--- config.mk ---
export PLATFORM = sky130hd
export DESIGN_NAME = rrte_core
export DESIGN_NICKNAME = d
export VERILOG_FILES = /design/src/include/rrte_pkg.sv /design/src/design/rrte_ram.sv /design/src/design/rrte_stack.sv /design/src/design/rrte_core.sv
export VERILOG_INCLUDE_DIRS = /design/src /design/src/include
export SDC_FILE = /design/constraint.sdc
export NUM_CORES = 2
export LEC_CHECK = 0
export BUFFER_PORTS_ARGS = -buffer_cell sky130_fd_sc_hd__buf_2
export CORE_MARGIN = 5
export CORE_UTILIZATION = 53
export CTS_BUF_LIST = sky130_fd_sc_hd__clkbuf_2
export CTS_CLUSTER_SIZE = 12
export DETAILED_ROUTE_END_ITERATION = 10
export PLACE_DENSITY_LB_ADDON = 0.15
export SYNTH_ARGS = -nofsm -noshare
export SYNTH_HDL_FRONTEND = slang
export SYNTH_HIERARCHICAL = 1
export SYNTH_MEMORY_MAX_BITS = 65536
export SYNTH_SLANG_ARGS = --single-unit
export TNS_END_PERCENT = 100
--- constraint.sdc ---
create_clock -name clk -period 40.2 [get_ports clk]
set_input_delay 4.02 -clock clk [delete_from_list [all_inputs] [get_ports clk]]
set_output_delay 4.02 -clock clk [all_outputs]
set_load 0.02 [all_outputs]
--- src/include/rrte_cfg.svh ---
// constants for the register/ram transfer execution block
// assumes one 10-bit instruction word per instruction cycle
`ifndef RRTE_CFG_SVH
`define RRTE_CFG_SVH
// full one-word opcodes
`define RRTE_OP_B_TO_ACC 10'h01e
`define RRTE_OP_ACC_TO_B 10'h00e
`define RRTE_OP_Y_TO_ACC 10'h01f
`define RRTE_OP_ACC_TO_Y 10'h00c
`define RRTE_OP_PACK_E 10'h01a
`define RRTE_OP_UNPACK_E 10'h02a
`define RRTE_OP_ACC_TO_PAGE 10'h029
`define RRTE_OP_PAGE_TO_ACC 10'h051
`define RRTE_OP_BANK_TO_ACC 10'h053
`define RRTE_OP_FILE_TO_ACC 10'h052
`define RRTE_OP_SP_TO_ACC 10'h050
`define RRTE_OP_COL_INC 10'h013
`define RRTE_OP_COL_DEC 10'h017
// prefixes of opcodes that carry an immediate
`define RRTE_PFX_READ_RAM 6'h2c
`define RRTE_PFX_SWAP_RAM 6'h2d
`define RRTE_PFX_SWAP_DEC 6'h2f
`define RRTE_PFX_SWAP_INC 6'h2e
`define RRTE_PFX_WRITE_RAM 6'h2b
`define RRTE_PFX_LOAD_ACC 6'h07
`define RRTE_PFX_LOAD_XY 2'h3
`define RRTE_PFX_LOAD_BANK 8'h12
`define RRTE_PFX_TABLE 4'h2
// column values that trigger a skip, and the column step of one
`define RRTE_COL_WRAP_UP 4'h0
`define RRTE_COL_WRAP_DN 4'hf
`define RRTE_NIBBLE_ONE 4'h1
`endif

--- src/include/rrte_pkg.sv ---
// types shared by the transfer execution block
// no assumptions beyond the cfg header
package rrte_pkg;
   typedef enum {
      OP_NONE, OP_B_TO_ACC, OP_ACC_TO_B, OP_Y_TO_ACC, OP_ACC_TO_Y,
      OP_PACK_E, OP_UNPACK_E, OP_ACC_TO_PAGE, OP_PAGE_TO_ACC,
      OP_BANK_TO_ACC, OP_FILE_TO_ACC, OP_SP_TO_ACC, OP_LOAD_XY,
      OP_LOAD_BANK, OP_COL_INC, OP_COL_DEC, OP_READ_RAM, OP_SWAP_RAM,
      OP_SWAP_DEC, OP_SWAP_INC, OP_WRITE_RAM, OP_LOAD_ACC, OP_TABLE
   } rrte_op_e;
   typedef enum {ST_IDLE, ST_FETCH, ST_RETURN} rrte_state_e;
endpackage : rrte_pkg

--- src/design/rrte_ram.sv ---
// data ram, 4-bit words addressed by the data pointer
// asynchronous read, write on the clock edge
`timescale 1ns/1ps
module rrte_ram #(
   parameter int ADDR_W = 10
) (
   input wire logic clk,
   input wire logic writeEn,
   input wire logic [ADDR_W-1:0] addr,
   input wire logic [3:0] writeData,
   output logic [3:0] readData
);
   logic [3:0] mem [2**ADDR_W];

   always_ff @(posedge clk)
   begin
      if (writeEn)
      begin
         mem[addr] <= writeData;
      end
   end

   assign readData = mem[addr];
endmodule : rrte_ram

--- src/design/rrte_stack.sv ---
// return stack used by the table lookup
// one write port and one asynchronous read port
`timescale 1ns/1ps
module rrte_stack #(
   parameter int PTR_W = 3,
   parameter int PC_W = 13
) (
   input wire logic clk,
   input wire logic writeEn,
   input wire logic [PTR_W-1:0] writeAddr,
   input wire logic [PC_W-1:0] writeData,
   input wire logic [PTR_W-1:0] readAddr,
   output logic [PC_W-1:0] readData
);
   logic [PC_W-1:0] mem [2**PTR_W];

   always_ff @(posedge clk)
   begin
      if (writeEn)
      begin
         mem[writeAddr] <= writeData;
      end
   end

   assign readData = mem[readAddr];
endmodule : rrte_stack

--- src/design/rrte_core.sv ---
// execution of transfer, ram address, ram access and table lookup ops
// assumes a combinational program rom and a fetch unit that supplies
// the current pc and obeys pcLoad; instructions offered while busy
// are ignored
// Function
// RULE_01: accumulator and B copy, source kept
// RULE_02: accumulator and Y copy, source kept
// RULE_03: pack A,B into E; unpack back
// RULE_04: B is E high, A is E low
// RULE_05: accumulator copied to and from D
// RULE_06: D takes A[2:0]; reading clears A3
// RULE_07: Z copied into accumulator
// RULE_08: upper accumulator bits zero on narrow copies
// RULE_09: X copied into accumulator
// RULE_10: stack pointer copied, pointer unchanged
// RULE_11: immediate load writes X and Y together
// RULE_12: back-to-back X/Y loads: only first runs
// RULE_13: bank load writes immediate into Z
// RULE_14: Y increment, skip when zero
// RULE_15: Y decrement, skip when fifteen
// RULE_16: ram read into A, X xor immediate
// RULE_17: ram swap with A, X xor immediate
// RULE_18: swap variant also decrements Y
// RULE_19: skip after that variant if Y fifteen
// RULE_20: swap variant also increments Y
// RULE_21: skip after that variant if Y zero
// RULE_22: ram write from A, X xor immediate
// RULE_23: immediate constant loaded into accumulator
// RULE_24: table lookup three cycles, push pc
// RULE_25: rom address is page, D, A
// RULE_26: rom word split into holder, B, A
// RULE_27: restore pc, then pop stack pointer
// RULE_28: other ops finish in one cycle
`timescale 1ns/1ps
`include "rrte_cfg.svh"
module rrte_core #(
   parameter int PC_W = 13,
   parameter int PAGE_W = 6,
   parameter int SP_W = 3
) (
   input wire logic clk,
   input wire logic reset_n,
   input wire logic instrValid,
   input wire logic [9:0] instrWord,
   input wire logic [PC_W-1:0] pcIn,
   input wire logic [9:0] romData,
   output logic [3:0] accQ,
   output logic [3:0] regBQ,
   output logic [3:0] regXQ,
   output logic [3:0] regYQ,
   output logic [1:0] regZQ,
   output logic [2:0] regDQ,
   output logic [7:0] regEQ,
   output logic [SP_W-1:0] stackPtrQ,
   output logic [1:0] romHighQ,
   output logic skipNextQ,
   output logic skippedQ,
   output logic busyQ,
   output logic romReadQ,
   output logic [PAGE_W+6:0] romAddrQ,
   output logic pcLoadQ,
   output logic [PC_W-1:0] pcLoadValueQ
);
   rrte_pkg::rrte_op_e op;
   rrte_pkg::rrte_state_e stateQ;
   logic lastLoadXyQ;
   logic isLoadXy;
   logic exec;
   logic [3:0] imm;
   logic [3:0] yInc;
   logic [3:0] yDec;
   logic [3:0] ramRead;
   logic ramWrite;
   logic [PC_W-1:0] stackRead;
   logic [SP_W-1:0] spInc;

   assign imm = instrWord[3:0];
   assign yInc = regYQ + `RRTE_NIBBLE_ONE;
   assign yDec = regYQ - `RRTE_NIBBLE_ONE;
   assign spInc = stackPtrQ + SP_W'(1);

   always_comb
   begin
      op = rrte_pkg::OP_NONE;
      case (instrWord[9:4])
         `RRTE_PFX_READ_RAM: op = rrte_pkg::OP_READ_RAM;
         `RRTE_PFX_SWAP_RAM: op = rrte_pkg::OP_SWAP_RAM;
         `RRTE_PFX_SWAP_DEC: op = rrte_pkg::OP_SWAP_DEC;
         `RRTE_PFX_SWAP_INC: op = rrte_pkg::OP_SWAP_INC;
         `RRTE_PFX_WRITE_RAM: op = rrte_pkg::OP_WRITE_RAM;
         `RRTE_PFX_LOAD_ACC: op = rrte_pkg::OP_LOAD_ACC;
         default:
            case (instrWord)
               `RRTE_OP_B_TO_ACC: op = rrte_pkg::OP_B_TO_ACC;
               `RRTE_OP_ACC_TO_B: op = rrte_pkg::OP_ACC_TO_B;
               `RRTE_OP_Y_TO_ACC: op = rrte_pkg::OP_Y_TO_ACC;
               `RRTE_OP_ACC_TO_Y: op = rrte_pkg::OP_ACC_TO_Y;
               `RRTE_OP_PACK_E: op = rrte_pkg::OP_PACK_E;
               `RRTE_OP_UNPACK_E: op = rrte_pkg::OP_UNPACK_E;
               `RRTE_OP_ACC_TO_PAGE: op = rrte_pkg::OP_ACC_TO_PAGE;
               `RRTE_OP_PAGE_TO_ACC: op = rrte_pkg::OP_PAGE_TO_ACC;
               `RRTE_OP_BANK_TO_ACC: op = rrte_pkg::OP_BANK_TO_ACC;
               `RRTE_OP_FILE_TO_ACC: op = rrte_pkg::OP_FILE_TO_ACC;
               `RRTE_OP_SP_TO_ACC: op = rrte_pkg::OP_SP_TO_ACC;
               `RRTE_OP_COL_INC: op = rrte_pkg::OP_COL_INC;
               `RRTE_OP_COL_DEC: op = rrte_pkg::OP_COL_DEC;
               default: op = rrte_pkg::OP_NONE;
            endcase
      endcase
      if (instrWord[9:2] == `RRTE_PFX_LOAD_BANK)
         op = rrte_pkg::OP_LOAD_BANK;
      if (instrWord[9:6] == `RRTE_PFX_TABLE)
         op = rrte_pkg::OP_TABLE;
      if (instrWord[9:8] == `RRTE_PFX_LOAD_XY)
         op = rrte_pkg::OP_LOAD_XY;
   end

   assign isLoadXy = (op == rrte_pkg::OP_LOAD_XY);
   // a pending skip or a repeated x/y load discards the word
   assign exec = instrValid && (stateQ == rrte_pkg::ST_IDLE) &&
                 !skipNextQ && !(isLoadXy && lastLoadXyQ); // RULE_12
   assign ramWrite = exec && (op == rrte_pkg::OP_WRITE_RAM ||
                     op == rrte_pkg::OP_SWAP_RAM ||
                     op == rrte_pkg::OP_SWAP_DEC ||
                     op == rrte_pkg::OP_SWAP_INC);

   rrte_ram #(.ADDR_W(10)) rrte_ram_inst (
      .clk(clk),
      .writeEn(ramWrite), // RULE_17
      .addr({regZQ, regXQ, regYQ}),
      .writeData(accQ), // RULE_22
      .readData(ramRead)
   );

   rrte_stack #(.PTR_W(SP_W), .PC_W(PC_W)) rrte_stack_inst (
      .clk(clk),
      .writeEn(exec && op == rrte_pkg::OP_TABLE), // RULE_24
      .writeAddr(spInc),
      .writeData(pcIn),
      .readAddr(stackPtrQ),
      .readData(stackRead)
   );

   // run tracking: any offered word in idle, executed or skipped
   always_ff @(posedge clk)
   begin
      if (!reset_n)
         lastLoadXyQ <= 1'b0;
      else if (instrValid && stateQ == rrte_pkg::ST_IDLE)
         lastLoadXyQ <= isLoadXy; // RULE_12
   end

   always_ff @(posedge clk)
   begin
      if (!reset_n)
      begin
         skipNextQ <= 1'b0;
         skippedQ <= 1'b0;
      end
      else
      begin
         skippedQ <= instrValid && stateQ == rrte_pkg::ST_IDLE && !exec;
         if (instrValid && stateQ == rrte_pkg::ST_IDLE && !exec)
            skipNextQ <= 1'b0;
         else if (exec)
         begin
            unique case (op)
               rrte_pkg::OP_COL_INC, rrte_pkg::OP_SWAP_INC:
                  skipNextQ <= (yInc == `RRTE_COL_WRAP_UP); // RULE_14 RULE_21
               rrte_pkg::OP_COL_DEC, rrte_pkg::OP_SWAP_DEC:
                  skipNextQ <= (yDec == `RRTE_COL_WRAP_DN); // RULE_15 RULE_19
               default:
                  skipNextQ <= 1'b0;
            endcase
         end
      end
   end

   always_ff @(posedge clk)
   begin
      if (!reset_n)
         accQ <= 4'h0;
      else if (stateQ == rrte_pkg::ST_FETCH)
         accQ <= romData[3:0]; // RULE_26
      else if (exec)
      begin
         unique case (op)
            rrte_pkg::OP_B_TO_ACC: accQ <= regBQ; // RULE_01
            rrte_pkg::OP_Y_TO_ACC: accQ <= regYQ; // RULE_02
            rrte_pkg::OP_UNPACK_E: accQ <= regEQ[3:0]; // RULE_03 RULE_04
            rrte_pkg::OP_PAGE_TO_ACC: accQ <= {1'b0, regDQ}; // RULE_06
            rrte_pkg::OP_BANK_TO_ACC: accQ <= {2'h0, regZQ}; // RULE_07 RULE_08
            rrte_pkg::OP_FILE_TO_ACC: accQ <= regXQ; // RULE_09
            rrte_pkg::OP_SP_TO_ACC:
               accQ <= {{(4-SP_W){1'b0}}, stackPtrQ}; // RULE_10 RULE_08
            rrte_pkg::OP_READ_RAM, rrte_pkg::OP_SWAP_RAM,
            rrte_pkg::OP_SWAP_DEC, rrte_pkg::OP_SWAP_INC:
               accQ <= ramRead; // RULE_16 RULE_17
            rrte_pkg::OP_LOAD_ACC: accQ <= imm; // RULE_23
            default: accQ <= accQ;
         endcase
      end
   end

   always_ff @(posedge clk)
   begin
      if (!reset_n)
         regBQ <= 4'h0;
      else if (stateQ == rrte_pkg::ST_FETCH)
         regBQ <= romData[7:4]; // RULE_26
      else if (exec && op == rrte_pkg::OP_ACC_TO_B)
         regBQ <= accQ; // RULE_01
      else if (exec && op == rrte_pkg::OP_UNPACK_E)
         regBQ <= regEQ[7:4]; // RULE_04
   end

   always_ff @(posedge clk)
   begin
      if (!reset_n)
         regEQ <= 8'h00;
      else if (exec && op == rrte_pkg::OP_PACK_E)
         regEQ <= {regBQ, accQ}; // RULE_03 RULE_04
   end

   always_ff @(posedge clk)
   begin
      if (!reset_n)
         regDQ <= 3'h0;
      else if (exec && op == rrte_pkg::OP_ACC_TO_PAGE)
         regDQ <= accQ[2:0]; // RULE_05 RULE_06
   end

   always_ff @(posedge clk)
   begin
      if (!reset_n)
         regZQ <= 2'h0;
      else if (exec && op == rrte_pkg::OP_LOAD_BANK)
         regZQ <= instrWord[1:0]; // RULE_13
   end

   always_ff @(posedge clk)
   begin
      if (!reset_n)
         regXQ <= 4'h0;
      else if (exec)
      begin
         unique case (op)
            rrte_pkg::OP_LOAD_XY: regXQ <= instrWord[7:4]; // RULE_11
            rrte_pkg::OP_READ_RAM, rrte_pkg::OP_SWAP_RAM,
            rrte_pkg::OP_SWAP_DEC, rrte_pkg::OP_SWAP_INC,
            rrte_pkg::OP_WRITE_RAM:
               regXQ <= regXQ ^ imm; // RULE_16 RULE_17 RULE_22
            default: regXQ <= regXQ;
         endcase
      end
   end

   always_ff @(posedge clk)
   begin
      if (!reset_n)
         regYQ <= 4'h0;
      else if (exec)
      begin
         unique case (op)
            rrte_pkg::OP_LOAD_XY: regYQ <= imm; // RULE_11
            rrte_pkg::OP_ACC_TO_Y: regYQ <= accQ; // RULE_02
            rrte_pkg::OP_COL_INC, rrte_pkg::OP_SWAP_INC:
               regYQ <= yInc; // RULE_14 RULE_20
            rrte_pkg::OP_COL_DEC, rrte_pkg::OP_SWAP_DEC:
               regYQ <= yDec; // RULE_15 RULE_18
            default: regYQ <= regYQ;
         endcase
      end
   end

   // table lookup: push and address, fetch and split, restore and pop
   always_ff @(posedge clk)
   begin
      if (!reset_n)
      begin
         stateQ <= rrte_pkg::ST_IDLE;
         busyQ <= 1'b0;
         romReadQ <= 1'b0;
         romAddrQ <= '0;
         romHighQ <= 2'h0;
         stackPtrQ <= '0;
         pcLoadQ <= 1'b0;
         pcLoadValueQ <= '0;
      end
      else
      begin
         pcLoadQ <= 1'b0;
         romReadQ <= 1'b0;
         unique case (stateQ)
            rrte_pkg::ST_IDLE:
               if (exec && op == rrte_pkg::OP_TABLE)
               begin
                  stackPtrQ <= spInc; // RULE_24
                  romAddrQ <= {instrWord[PAGE_W-1:0], regDQ, accQ}; // RULE_25
                  romReadQ <= 1'b1;
                  busyQ <= 1'b1;
                  stateQ <= rrte_pkg::ST_FETCH;
               end
            rrte_pkg::ST_FETCH:
            begin
               romHighQ <= romData[9:8]; // RULE_26
               stateQ <= rrte_pkg::ST_RETURN;
            end
            rrte_pkg::ST_RETURN:
            begin
               pcLoadQ <= 1'b1; // RULE_27
               pcLoadValueQ <= stackRead;
               stackPtrQ <= stackPtrQ - SP_W'(1);
               busyQ <= 1'b0;
               stateQ <= rrte_pkg::ST_IDLE;
            end
         endcase
      end
   end
endmodule : rrte_core

==> impl_metrics.toml <==
[sta]
slew_headroom = 0.133
fin_ws_ps = 31260
fmaxAchievable_mhz = 112
period_share = 0.222
layout_min_cycle_time_ps = 8940
finalClockSkew_ps = 179
drv_slew = 0
fin_tns_setup_ps = 0
finalSetupViolCount = 0
worst_pin_slew_ps = 1300
hold_viol_final = 0
rsz0062_at_grt = "false"

[placed_design]
dp_worst_setup_slack_ps = 30650
dpl.hpwl_um = 284000
place_congestion = 0.889
numPortBuffers = 100
dp.cells = 13400

[die]
placementRows = 207
die_x_um = 574
core-area_um2 = 317000
start_util = 0.531
io_pins = 101
die_y_um = 574
die_area_um2 = 329000

[run]
maxCapViolCount = 0

[route]
via_per_inst = 6.39
wl_per_cell_um = 32.4
drt-pass1-iter-count = 6
drt_iter0_markers = 13300
postRouteWirelength_um = 492000
ant_nets = 0
drc = 0
via_count = 97000

[cells_and_area]
final_cells = 15200
drive_gt1_frac = 0.224
final_cell_mix = "edfxtp_1, clkbuf_2, mux2i_1, nor2_1, o22ai_1"
final_nets = 10300
final_common_cell = "edfxtp_1"
syn_to_final_growth_pct = 8.27

[synthesis]
synth_area_per_cell_um2 = 17.7
synthArstFlopShare = 0
netlist.area_leader.share = 0.748
synthMuxAreaShare = 0.138
synth.distinct_cells = 88
yosys.area_share.simple = 0.0481
ys.flop_type = "edfxtp_1"
synth_edf_count = 4200
yosysTopAreaCell = "edfxtp_1"
yosys.area_share.adder = 0.000668
synthesis.area_um2 = 169000
syn_nets = 9574
ys_seq_elements = 4268
netlist_top_cells_area = "edfxtp_1, mux2i_1, mux4_2"
ys_warn_count = 6
synthCells = 9529
synth_compound_area_frac = 0.0365
synth_xor_area_frac = 0.000468
synth_top_family_by_area = "multiplexers"
yosysSeqAreaShare = 0.756

[setup_path]
criticalPathCategory = "register to register"
cp.required_ps = 42190
arrival_ps = 10930
cp-startpoint = "regYQ[1]"
critPathMaxFanout = 61
end_kind = "register"
r2r_start = "regYQ[1]"
crit_path_start_kind = "register"

[global_routing]
grt_pass1_wl_um = 695000
overflow = 0
grt_max_degree = 206
antenna_found_initial = 42
grt_pass1_vias = 97200
groute.usage.overall = 0.296

[pwr]
ir_drop_mv = 0.0280
power_per_cell_area_nw_per_um2 = 47.7
leakage_nw = 57.5

[clock_tree]
cts_tree = "built"
clock_latency_ps = 2260
cts.htree.levels = 7
cts_sinks = 4268
cts_setup_buffers = 0
clk_path_buf_depth = 5
cts_buffers = 1125
cts_root_buf = "clkbuf_2"
cts_resized = 0
hold_buffers = 0
clk_pin_slew_ps = 100

[status]
status = "complete, no violations"

[hold_path]
holdCritPathClass = "register to register"
hold_path_startpoint = "romAddrQ[9]"
-- metrics by stage --
step / cell area [um2] / hold slack (ps) / power (W) / util
after CTS: 182000 / 458 / 0.00878 / 0.575
final: 182000 / 456 / 0.00871 / 0.575
after floorplan: 169000 / 460 / 0.00581 / -
after detailed placement: 173000 / 446 / 0.00600 / 0.546
after global routing: 182000 / 479 / 0.00907 / 0.575
after global placement: 173000 / 442 / 0.00599 / 0.546
-- critical path, cell delays in order (launching register included) --
cell and delay, ps:
dfxtp_4 800, buf_4 720, buf_4 840, buf_4 780, buf_4 780, buf_4 930
mux2i_1 320, o22ai_1 120, nor4_1 600, a31oi_1 260, nand4_1 540, and4_1 440
nand4b_1 410, a221o_1 440, a221oi_1 260, nand3_1 130, o21ai_0 180, a21oi_1 80
-- state kept, by name (all words and copies together) (netlist names) --
register and cells:
rrte_ram_inst/mem 4096, rrte_stack_inst/mem 104, pcLoadValueQ 13, romAddrQ 13, regEQ 8, accQ 4, regBQ 4, regXQ 4
regYQ 4, regDQ 3, stackPtrQ 3, regZQ 2, romHighQ 2, stateQ 2, busyQ 1, lastLoadXyQ 1
pcLoadQ 1, romReadQ 1, skipNextQ 1, skippedQ 1
-- logic make-up after synthesis --
| logic type | after synthesis |
|---|---|
| AOI/OAI and AO/OA | 939 |
| xor gates and xnor gates | 9 |
| adders and majority gates | 9 |
| buffers and inverters | 687 |
| DFF | 4268 |
| muxes | 1751 |
| and+or+nand+nor | 1866 |
-- Yosys cell counts, types with 10 or more instances --
library cell	instances
a211oi_1	14
nand2_1	245
edfxtp_1	4200
nand4_1	33
nor2b_1	15
buf_1	25
nand2b_1	10
inv_1	16
nor2_1	1194
mux4_1	40
mux2i_1	1273
a21oi_1	40
o21ai_0	132
a22oi_1	115
dfxtp_1	68
and2_1	11
mux2_2	34
nand3_1	82
nor3b_1	12
nor3_1	41
nor4_1	155
o22ai_1	508
o211ai_1	12
mux4_2	404
buf_4	29
o2111ai_1	27
buf_2	348
buf_6	22
a31oi_1	21
clkbuf_1	239
-- final cells by class --
| type | instances | area, um2 |
|---|---|---|
| Sequential cell | 4268 | 128000 |
| Clock buffer | 1527 | 7640 |
| Clock inverter | 275 | 1510 |
| Inverter | 19 | 73.8 |
| Fill cell | 24500 | 135000 |
| Antenna cell | 29 | 72.6 |
| Multi-Input combinational cell | 4574 | 38200 |
| Tap cell | 4180 | 5230 |
| Timing Repair Buffer | 313 | 2220 |
-- power breakdown --
group	switching [W]	total [W]	internal (W)
combinational	0.000621	0.000885	0.000264
clock	0.00169	0.00281	0.00112
sequential	0.0000237	0.00502	0.00499
-- routing by layer --
layer  share of wire  track usage
met1            0.38        0.407
met2            0.47        0.455
met4           0.036        0.126
met5         0.00010            0
met3            0.11       0.0757
-- final timing paths --
path                                     to  slack [ps]  depth (start not counted)
worst max register to register      accQ[0]       31260                         17
worst max-delay path                accQ[0]       31260                         17
worst min-delay path            romAddrQ[9]         460                          2
worst min register to register  romAddrQ[9]         460                          2
Note: power is estimated with default switching activity, not from simulation.
